[config.mk]
export PLATFORM = sky130hd
export DESIGN_NAME = serial_rx
export DESIGN_NICKNAME = d
export VERILOG_FILES = /design/src/serial_rx_pkg.sv /design/src/serial_rx.sv
export VERILOG_INCLUDE_DIRS = /design/src
export SDC_FILE = /design/constraint.sdc
export NUM_CORES = 1
export LEC_CHECK = 0
export BUFFER_PORTS_ARGS = -buffer_cell sky130_fd_sc_hd__buf_2
export CAP_MARGIN = 0
export CORE_UTILIZATION = 49
export CTS_BUF_LIST = sky130_fd_sc_hd__clkbuf_2 sky130_fd_sc_hd__clkbuf_4 sky130_fd_sc_hd__clkbuf_8
export DETAILED_ROUTE_END_ITERATION = 10
export PLACE_DENSITY = 0.71
export REMOVE_ABC_BUFFERS = 1
export SYNTH_ARGS = -nofsm -noshare
export SYNTH_HDL_FRONTEND = slang
export SYNTH_SLANG_ARGS = --single-unit
[constraint.sdc]
create_clock -name clk -period 10.41 [get_ports clk]
set_input_delay 3.123 -clock clk [delete_from_list [all_inputs] [get_ports clk]]
set_output_delay 3.123 -clock clk [all_outputs]
set_load 0.02 [all_outputs]
[src/serial_rx_defines.svh]
/*
 register offsets, field positions, reset values and timing counts of the serial receiver.
 assumes a 32-bit avalon-mm slave with word-aligned byte addresses.
*/
`ifndef SERIAL_RX_DEFINES_SVH
`define SERIAL_RX_DEFINES_SVH

`define OFS_CTRL 4'h0
`define OFS_STATUS 4'h4
`define OFS_DATA 4'h8
`define OFS_BAUD 4'hC

`define CTRL_SERIAL_PORT_ENABLE 0
`define CTRL_CLKMODE 1
`define CTRL_RX9 2
`define CTRL_CONTINUOUS_RECEIVE_ENABLE 3
`define CTRL_ADDRESS_DETECT_ENABLE 4
`define CTRL_RXIE 5
`define CTRL_RXIP 6
`define CTRL_HIGH_SPEED_BAUD_SELECT 7
`define CTRL_WIDE_BAUD_COUNTER_SELECT 8
`define CTRL_GIE 9
`define CTRL_PERIPHERAL_IRQ_ENABLE 10
`define CTRL_RST 11'h000

`define ST_NINTH 0
`define ST_FERR 1
`define ST_OERR 2
`define ST_RXIF 3
`define ST_BUSY 4

`define BAUD_RST 16'h0000
`define OVS_MID 4'h7
`define OVS_LAST 4'hF
`endif

[src/serial_rx_pkg.sv]
/*
 types shared by the serial receiver.
 assumes the defines header is included where constants are needed.
*/
package serial_rx_pkg;
	typedef enum logic [1:0] {
		RX_IDLE = 2'b00,
		RX_START = 2'b01,
		RX_DATA = 2'b10,
		RX_STOP = 2'b11
	} rx_state_e;
endpackage

[src/serial_rx.sv]
/*
 asynchronous serial receiver with 9-bit address detect and an avalon-mm register slave.
 assumes serial_rx_pin is already synchronous to clk and idles high.
*/
// The Avalon-MM slave port and the address map were chosen for this implementation.
`timescale 1ns/1ns
`include "serial_rx_defines.svh"

// Function
// RULE1: recover bits with sixteen-times baud oversampling
// RULE2: main shifter advances once per bit
// RULE3: baud divisor and speed bits set timing
// RULE4: asynchronous only when enabled, clocked-mode clear
// RULE5: nine data bits when ninth-bit enabled
// RULE6: accept characters only while continuous receive
// RULE7: completion sets flag, enabled interrupt request
// RULE8: status shows ninth bit and errors
// RULE9: data register returns low eight bits
// RULE10: clearing continuous receive clears latched errors
// RULE11: interrupt gated by global and peripheral enables
// RULE12: priority bit selects interrupt level
// RULE13: address detect needs nine-bit mode
// RULE14: software reads data to judge addressing
// RULE15: without address detect every character loads; a bad stop bit or a latched overrun keeps one from loading
// RULE16: address detect keeps only ninth-bit-set characters
// RULE17: frame is start, lsb-first data, stop
module serial_rx
	import serial_rx_pkg::*;
(
	// clock and reset
	input wire logic clk,
	input wire logic sys_rst,
	// avalon-mm slave
	input wire logic [3:0] address,
	input wire logic read,
	input wire logic write,
	input wire logic [31:0] writedata,
	output logic [31:0] readdata,
	output logic waitrequest,
	// serial line
	input wire logic serial_rx_pin,
	// interrupts
	output logic irq_high,
	output logic irq_low
);
	logic [10:0] ctrl_ff;
	logic [15:0] baud_ff;
	logic [15:0] baud_cnt_ff;
	logic [3:0] ovs_cnt_ff;
	logic [3:0] bit_cnt_ff;
	logic [8:0] shift_ff;
	logic [8:0] data_ff;
	logic ninth_ff;
	logic ferr_ff;
	logic oerr_ff;
	logic rxif_ff;
	logic ack_ff;
	rx_state_e state_ff;
	logic tick;
	logic [15:0] div_val;
	logic sample;
	logic frame_done;
	logic load_char;
	logic [3:0] nbits;
	logic rd_data;
	logic wr_ctrl;
	logic port_on;
	logic [3:0] ovs_sel;

	// one-cycle wait: every access answers on the second edge
	assign rd_data = read && !ack_ff && address == `OFS_DATA;
	assign wr_ctrl = write && !ack_ff && address == `OFS_CTRL;
	assign port_on = ctrl_ff[`CTRL_SERIAL_PORT_ENABLE] && !ctrl_ff[`CTRL_CLKMODE]; // RULE4
	assign nbits = ctrl_ff[`CTRL_RX9] ? 4'd9 : 4'd8; // RULE5

	// divisor: wide counter uses both bytes, else low byte only
	assign div_val = ctrl_ff[`CTRL_WIDE_BAUD_COUNTER_SELECT] ? baud_ff : {8'h00, baud_ff[7:0]}; // RULE3
	// high speed gives sixteen ticks per bit, low speed sixty-four ticks (x4)
	assign ovs_sel = ctrl_ff[`CTRL_HIGH_SPEED_BAUD_SELECT] ? 4'h1 : 4'h4; // RULE3
	assign tick = baud_cnt_ff == 16'h0000;

	// baud tick generator, reloaded each period
	always_ff @(posedge clk or posedge sys_rst)
	begin
		if (sys_rst)
			baud_cnt_ff <= 16'h0000;
		else if (!port_on || tick)
			baud_cnt_ff <= div_val; // RULE3
		else
			baud_cnt_ff <= baud_cnt_ff - 16'h0001;
	end

	// prescale for low speed so one oversample equals one sixteenth of a bit
	logic [1:0] pre_ff;
	logic ovs_tick;
	assign ovs_tick = tick && (ovs_sel == 4'h1 || pre_ff == 2'b11);
	always_ff @(posedge clk or posedge sys_rst)
	begin
		if (sys_rst)
			pre_ff <= 2'b00;
		else if (!port_on)
			pre_ff <= 2'b00;
		else if (tick)
			pre_ff <= pre_ff + 2'b01;
	end

	// sample at the middle of each bit of sixteen oversamples
	assign sample = ovs_tick && ovs_cnt_ff == `OVS_MID; // RULE1
	assign frame_done = sample && state_ff == RX_STOP;
	// address detect only in nine-bit mode; drop characters with ninth bit clear
	assign load_char = frame_done && serial_rx_pin && !oerr_ff &&
		!(ctrl_ff[`CTRL_ADDRESS_DETECT_ENABLE] && ctrl_ff[`CTRL_RX9] && !shift_ff[8]); // RULE13 RULE16 RULE15

	// receive state machine
	always_ff @(posedge clk or posedge sys_rst)
	begin
		if (sys_rst)
		begin
			state_ff <= RX_IDLE;
			ovs_cnt_ff <= 4'h0;
			bit_cnt_ff <= 4'h0;
			shift_ff <= 9'h000;
		end
		else if (!port_on || !ctrl_ff[`CTRL_CONTINUOUS_RECEIVE_ENABLE]) // RULE6
		begin
			state_ff <= RX_IDLE;
			ovs_cnt_ff <= 4'h0;
		end
		else
		begin
			unique case (state_ff)
				RX_IDLE:
					if (!serial_rx_pin) // RULE17
					begin
						state_ff <= RX_START;
						ovs_cnt_ff <= 4'h0;
					end
				RX_START, RX_DATA, RX_STOP:
					if (ovs_tick)
					begin
						ovs_cnt_ff <= ovs_cnt_ff + 4'h1; // RULE1
						if (sample)
						begin
							if (state_ff == RX_START)
							begin
								// false start: glitch shorter than half a bit
								state_ff <= serial_rx_pin ? RX_IDLE : RX_DATA; // RULE17
								bit_cnt_ff <= 4'h0;
								shift_ff <= 9'h000;
							end
							else if (state_ff == RX_DATA)
							begin
								// lsb first into the top, shifted down per bit
								shift_ff <= {serial_rx_pin, shift_ff[8:1]}; // RULE2 RULE17
								bit_cnt_ff <= bit_cnt_ff + 4'h1;
								if (bit_cnt_ff == nbits - 4'h1)
									state_ff <= RX_STOP; // RULE5
							end
							else
								state_ff <= RX_IDLE;
						end
					end
			endcase
		end
	end

	// align the character: eight-bit mode leaves it one place high
	logic [8:0] char_al;
	assign char_al = ctrl_ff[`CTRL_RX9] ? shift_ff : {1'b0, shift_ff[8:1]};

	// holding register and status; a new character beats the read clear
	always_ff @(posedge clk or posedge sys_rst)
	begin
		if (sys_rst)
		begin
			data_ff <= 9'h000;
			ninth_ff <= 1'b0;
			rxif_ff <= 1'b0;
		end
		else if (load_char)
		begin
			data_ff <= char_al;
			ninth_ff <= char_al[8]; // RULE8
			rxif_ff <= 1'b1; // RULE7
		end
		else if (rd_data)
			rxif_ff <= 1'b0;
	end

	// errors latch until continuous receive is cleared; set wins
	always_ff @(posedge clk or posedge sys_rst)
	begin
		if (sys_rst)
		begin
			ferr_ff <= 1'b0;
			oerr_ff <= 1'b0;
		end
		else
		begin
			if (frame_done && !serial_rx_pin)
				ferr_ff <= 1'b1; // RULE8
			else if (!ctrl_ff[`CTRL_CONTINUOUS_RECEIVE_ENABLE])
				ferr_ff <= 1'b0; // RULE10
			if (frame_done && serial_rx_pin && rxif_ff && !rd_data)
				oerr_ff <= 1'b1; // RULE8
			else if (!ctrl_ff[`CTRL_CONTINUOUS_RECEIVE_ENABLE])
				oerr_ff <= 1'b0; // RULE10
		end
	end

	// control registers
	always_ff @(posedge clk or posedge sys_rst)
	begin
		if (sys_rst)
		begin
			ctrl_ff <= `CTRL_RST;
			baud_ff <= `BAUD_RST;
		end
		else if (write && !ack_ff)
		begin
			if (wr_ctrl)
				ctrl_ff <= writedata[10:0];
			if (address == `OFS_BAUD)
				baud_ff <= writedata[15:0]; // RULE3
		end
	end

	// bus answer: waitrequest high in the first cycle, low in the second
	always_ff @(posedge clk or posedge sys_rst)
	begin
		if (sys_rst)
			ack_ff <= 1'b0;
		else
			ack_ff <= (read || write) && !ack_ff;
	end
	// own flop for the pin: always the inverse of ack_ff, but glitch free at the port
	always_ff @(posedge clk or posedge sys_rst)
	begin
		if (sys_rst)
			waitrequest <= 1'b1;
		else
			waitrequest <= !((read || write) && !ack_ff);
	end

	// read data registered on the first cycle, stands at the answer edge
	always_ff @(posedge clk or posedge sys_rst)
	begin
		if (sys_rst)
			readdata <= 32'h0000_0000;
		else if (read && !ack_ff)
		begin
			unique case (address)
				`OFS_CTRL: readdata <= {21'h00_0000, ctrl_ff};
				`OFS_STATUS: readdata <= {27'h000_0000, state_ff != RX_IDLE, rxif_ff,
					oerr_ff, ferr_ff, ninth_ff}; // RULE8
				`OFS_DATA: readdata <= {24'h00_0000, data_ff[7:0]}; // RULE9 RULE14
				`OFS_BAUD: readdata <= {16'h0000, baud_ff};
				default: readdata <= 32'h0000_0000;
			endcase
		end
	end

	// interrupt routing by priority, gated by global and peripheral enables
	logic irq_req;
	assign irq_req = rxif_ff && ctrl_ff[`CTRL_RXIE] && ctrl_ff[`CTRL_GIE]
		&& ctrl_ff[`CTRL_PERIPHERAL_IRQ_ENABLE]; // RULE7 RULE11
	always_ff @(posedge clk or posedge sys_rst)
	begin
		if (sys_rst)
		begin
			irq_high <= 1'b0;
			irq_low <= 1'b0;
		end
		else
		begin
			irq_high <= irq_req && ctrl_ff[`CTRL_RXIP]; // RULE12
			irq_low <= irq_req && !ctrl_ff[`CTRL_RXIP]; // RULE12
		end
	end
endmodule

==> metrics.cfg, run 1 <==
[outcome]
status=finished, final reports clean

[sta]
grt_setup_unrepaired=false
fmax_ghz=0.2095
slew_violations=0
relSlewSlack=0.2780
setup_viol=0
final.setup_skew_ns=0.01193
setup_tns_ns=0
post-route-period-util=0.4586
finalHoldViolCount=0
min_period_ns=4.774
tightest_slew_ns=1.082

[route]
firstDrtPassIters=4
drc=0
drt-initial-drc-count=98
final_antenna_net_count=0
avgRoutedWirePerCell_um=15.38
totalWireLength_um=8979
via_count=3094
viasPerCell=5.298

[worst_setup_path]
worst_path_largest_cell_delay_ns=0.97
cp_num_buf_inv=1
path_delay_family=simple AND/OR/NAND/NOR gates
worst-setup-path-type=in -> reg
critical_path.slowest_cell=nor3_1
cp-end-kind=flip-flop
path_max_fanout=18
cp.required_ns=10.72
arrival_ns=5.09
cp-start-kind=input port
cp_cell_sequence=buf_2, nand2b_1, nor3_1, and2_1, a22o_1

[clock_tree]
cts_max_path_buffers=2
root_buffer=clkbuf_8
cts_buffers=9
holdBufCountCts=0
cts_setup_buffers=0
clock_latency_ns=0.37
htreeDepth=3
cts.clk_slew.worst_paths_ns=0.10
cts.sinks=96
cts_tree=built
cts_resized=0

[global_route]
grt_first_pass_wirelength_um=15230
grt.total_usage=0.2001
grt_overflow=0
grt_max_degree=65
antenna_found_initial=0
grt_pass1_vias=3064

[logic_synthesis]
synth_fa_ha_area_frac=0.02416
synth_compound_area_frac=0.1119
synth-simple-area-share=0.1340
synth.area.mux_share=0.1294
synth_top_family_by_area=simple AND/OR/NAND/NOR gates
ys_seq_area_frac=0.5157
synth_area_um2=4661
ys_seq_elements=96
synth_xor_area_frac=0.02631
synthCells=412
synth_cell_type_count=58
avgSynthCellArea_um2=11.31
ys.flop_type=dfrtp_1
synth_edf_count=0
ys_async_sr_fraction=1.000
yosys_warnings=0

[power]
power_density_nw_per_um2=184.0
p_leak_nw=2.344
p_total_mw=0.9411
peakVddDrop_v=0.0001058

[finish]
final_common_cell=dfrtp_1
layout_common_cells=dfrtp_1 (95), buf_2 (43), nand2_1 (34)
antenna_cells=0
fillers=827
area_growth_pct=9.772
drive_above_1_share=0.2484
layout.nets=500

[die]
dieArea_um2=9905
rows=35
start_util=0.5044
die_h_um=99.53
io_pins=76
die_width_um=99.53
coreArea_um2=9240

[placement]
dp_hpwl_um=6433
gp_congestion=0.7839
portBuffers=43

[flow_run]
drv_cap=0

[hold_path]
holdCritPathClass=reg -> reg

synthesized netlist by cell type (all sizes together) (2+ instances only):
library cell | n | share of area
a31oi | 2 | 0.0027
mux4 | 5 | 0.024
ha | 9 | 0.024
o31ai | 3 | 0.0059
nor4 | 4 | 0.011
o21ai | 45 | 0.048
nor2 | 15 | 0.013
a22o | 10 | 0.019
and2 | 3 | 0.0040
buf | 22 | 0.034
dfrtp | 95 | 0.51
nand2b | 7 | 0.0094
nand4 | 2 | 0.0027
nand3 | 14 | 0.016
mux2 | 40 | 0.097
or3 | 3 | 0.0040
mux2i | 4 | 0.0086
xnor2 | 9 | 0.017
inv | 19 | 0.015
nand2 | 34 | 0.027
o21bai | 2 | 0.0032
xor2 | 5 | 0.0094
nor2b | 4 | 0.0054
clkbuf | 11 | 0.0089
a22oi | 6 | 0.0097
nand3b | 10 | 0.016
a21oi | 3 | 0.0032
or4 | 2 | 0.0032
nor3 | 6 | 0.0086
power breakdown:
part	internal (mW)	total [mW]	switching (mW)
registers	0.426	0.487	0.0610
logic	0.0969	0.210	0.113
clock network	0.114	0.244	0.130
total	0.637	0.941	0.304
registers in the layout, indices dropped and copies added, names as in the netlist:
name	flops
ack_ff	1
data_ff	8
waitrequest	1
oerr_ff	1
readdata	16
ninth_ff	1
irq_high	1
ovs_cnt_ff	4
bit_cnt_ff	4
pre_ff	2
baud_ff	16
irq_low	1
ferr_ff	1
ctrl_ff	11
rxif_ff	1
shift_ff	9
baud_cnt_ff	16
state_ff	2
through the flow:
step	std cells	setup slack [ns]	util	hold slack [ns]	cell area (µm²)
after detailed placement	568	5.255	0.5320	0.4647	4916
after floorplan	394	4.783	-	0.4396	4519
after global routing	584	5.459	0.5537	0.5222	5116
after CTS	584	5.649	0.5537	0.4870	5116
final	584	5.636	0.5537	0.4772	5116
after global placement	568	5.312	0.5320	0.4552	4916
tightest hold or removal path, stage by stage, from the launching register on:
cell,delay (ns)
dfrtp_1,0.35
nand2_1,0.04
o21ai_0,0.06
cells by family (layout without fill, tap and decap cells):
| kind of cell | count (synthesis) | count (layout) |
|---|---|---|
| AND/OR/NAND/NOR | 110 | 110 |
| flip-flops | 96 | 96 |
| AO/OA/AOI/OAI | 81 | 81 |
| buffers and inverters | 52 | 80 |
| multiplexers | 49 | 49 |
| XOR/XNOR | 14 | 14 |
| adder cells (fa/ha/maj) | 9 | 9 |
| other | 1 | 16 |
layout make-up:
class	count	area, µm²	share of cell area
well taps	129	161.4	0.03155
flip-flops and latches	96	2404	0.4698
clock inverters	6	68.82	0.01345
multi-input cells	279	2048	0.4003
repair buffers	45	230.2	0.04500
inverters	19	72.57	0.01418
clock buffers	10	131.4	0.02568
final timing paths:
check | from | to | slack, ns | depth (start not counted)
worst max-delay path | read | readdata[15]$_DFFE_PP0P_ | 5.64 | 5
worst max register to register | baud_cnt_ff[0]$_DFF_PP0_ | baud_cnt_ff[9]$_DFF_PP0_ | 7.68 | 7
min in group asynchronous | sys_rst | baud_ff[13]$_DFFE_PP0P_ | 2.77 | 2
worst min register to register | readdata[9]$_DFFE_PP0P_ | readdata[9]$_DFFE_PP0P_ | 0.48 | 2
max in group asynchronous | sys_rst | data_ff[1]$_DFFE_PP0P_ | 6.45 | 3
worst min-delay path | readdata[9]$_DFFE_PP0P_ | readdata[9]$_DFFE_PP0P_ | 0.48 | 2
routing by layer:
metal	global-route usage	share of wire
met5	0	0
met4	0.05430	0.0099
met2	0.3381	0.50
met1	0.2558	0.46
met3	0.05200	0.035
No activity file was read; power rests on OpenSTA's default activity.
==> run 2, diff against run 1 <==
- ABC_AREA: default -> 1
- PLACE_DENSITY: 0.71 -> 0.7
- clock period: 10.41 -> 4.7 ns (I/O delays scaled with it)
==> metrics.cfg, run 2 <==
[placement]
dp.cells=769
portBuffers=43
dp_hpwl_um=7446
dpl_cell_area_um2=5141
gp_congestion=0.8412

[die]
dieArea_um2=10370
rows=36
die_h_um=101.8
start_util=0.5019
coreArea_um2=9729
io_pins=76
die_width_um=101.8

[finish]
area_growth_pct=9.890
antenna_cells=0
final_area_um2=5366
layout_common_cells=nand2_1 (216), dfrtp_1 (95), inv_1 (55)
reg.largest.list=baud_cnt_ff (16), baud_ff (16), readdata (16)
drive_above_1_share=0.1534
layout.nets=697
final_common_cell=nand2_1
stdcell_count=785
utilization=0.5516

[global_route]
grt_overflow=0
grt.total_usage=0.2164
grt_first_pass_wirelength_um=17340
grt_pass1_vias=3768
grt_max_degree=39
antenna_found_initial=0

[clock_tree]
htreeDepth=3
cts_tree=built
clock_latency_ns=0.36
cts.clk_slew.worst_paths_ns=0.09
root_buffer=clkbuf_8
cts_max_path_buffers=2
cts_buffers=9
holdBufCountCts=0
cts.sinks=96
cts_setup_buffers=0
cts_resized=0

[logic_synthesis]
ys.flop_type=dfrtp_1
synth_edf_count=0
synth_fa_ha_area_frac=0.02306
synth.most_common_cell=nand2_1
synth_xor_area_frac=0.01793
ys_seq_area_frac=0.4922
ys_seq_elements=96
ys_async_sr_fraction=1.000
avgSynthCellArea_um2=8.058
synth_compound_area_frac=0.08788
synth_top_family_by_area=simple AND/OR/NAND/NOR gates
yosys-top-cells-area=dfrtp_1 (49%), nand2_1 (17%), inv_1 (4.3%), o21ai_0 (3.6%), nor2_1 (3.5%)
synth_common_cells=nand2_1 (216), dfrtp_1 (95), inv_1 (56)
yosys_warnings=0
yosysTopAreaCell=dfrtp_1
synth_area_um2=4883
synth_cell_type_count=38
synth_top_area_share=0.4868
synth-simple-area-share=0.2823
synthCells=606
synth.area.mux_share=0.004612

[sta]
fmax_ghz=0.3444
min_period_ns=2.903
grt_setup_unrepaired=false
finalHoldViolCount=0
post-route-period-util=0.6178
relSlewSlack=0.3579
tightest_slew_ns=0.9608
final.setup_skew_ns=0.009670
setup_tns_ns=0
slew_violations=0
setup_viol=0

[route]
drc=0
firstDrtPassIters=4
drt-initial-drc-count=134
final_antenna_net_count=0
avgRoutedWirePerCell_um=12.93
totalWireLength_um=10150
viasPerCell=4.953
via_count=3888

[worst_setup_path]
cp-end-kind=flip-flop
cp.required_ns=4.94
cp-start-kind=input port
path_max_fanout=30
worst-setup-path-type=in -> reg
arrival_ns=3.15

[flow_run]
drv_cap=0

[hold_path]
holdCritPathClass=reg -> reg

[power]
p_total_mw=2.212
peakVddDrop_v=0.0001790
p_leak_nw=2.825
power_density_nw_per_um2=412.2

[outcome]
status=finished, final reports clean

run 2: worst max-delay path, cell delays in order:
cell     delay (ns)
buf_2          0.09
nor2_1         0.09
inv_1          0.09
nor3_2         0.11
buf_4          0.21
nand2_1        0.58
mux2_1         0.54
run 2: area by class of cell:
cell class | instances | area, µm²
fill | 932 | 4363
sequential | 96 | 2404
multi-input combinational | 432 | 2091
timing repair buffer | 48 | 252.7
inverter | 60 | 227.7
tap | 133 | 166.4
clock buffer | 11 | 145.1
clock inverter | 5 | 80.08
run 2: through the flow:
stage	hold WS, ns	worst slack, ns
finish	0.4782	1.797
global route	0.5091	1.653
CTS	0.4815	1.807
detailed placement	0.4595	1.431
global placement	0.4589	1.471
floorplan	0.4396	0.7863
run 2: per-layer routing:
metal  vias up  part of all wire  track usage
met5         -                 0            0
met4         0             0.019      0.07473
met3        17             0.030      0.03146
met2        89              0.48       0.3737
met1      1813              0.47       0.2797
li1       1969                 -            -
run 2: logic make-up after synthesis:
family                   Yosys count
AO/OA/AOI/OAI                     71
XOR/XNOR                          10
adder cells (fa/ha/maj)            9
buffers and inverters             93
flip-flops                        96
multiplexers                       2
other                              1
AND/OR/NAND/NOR                  324
run 2: final timing paths:
kind                                          from                        end  slack, ns  depth (start not counted)
min                         data_ff[7]$_DFFE_PP0P_     data_ff[7]$_DFFE_PP0P_       0.48                          2
min in group asynchronous                  sys_rst    state_ff[0]$_DFFE_PP0P_       1.06                          2
max reg2reg                state_ff[0]$_DFFE_PP0P_  bit_cnt_ff[0]$_DFFE_PP0P_       2.60                          8
max in group asynchronous                  sys_rst   baud_cnt_ff[7]$_DFF_PP0_       2.81                          3
max                                     address[1]    baud_ff[13]$_DFFE_PP0P_       1.80                          7
min reg2reg                 data_ff[7]$_DFFE_PP0P_     data_ff[7]$_DFFE_PP0P_       0.48                          2
run 2: power breakdown:
part	total (mW)	internal (mW)	switching [mW]
clock network	0.603	0.319	0.284
logic	0.550	0.187	0.363
registers	1.06	0.947	0.111
total	2.21	1.45	0.758
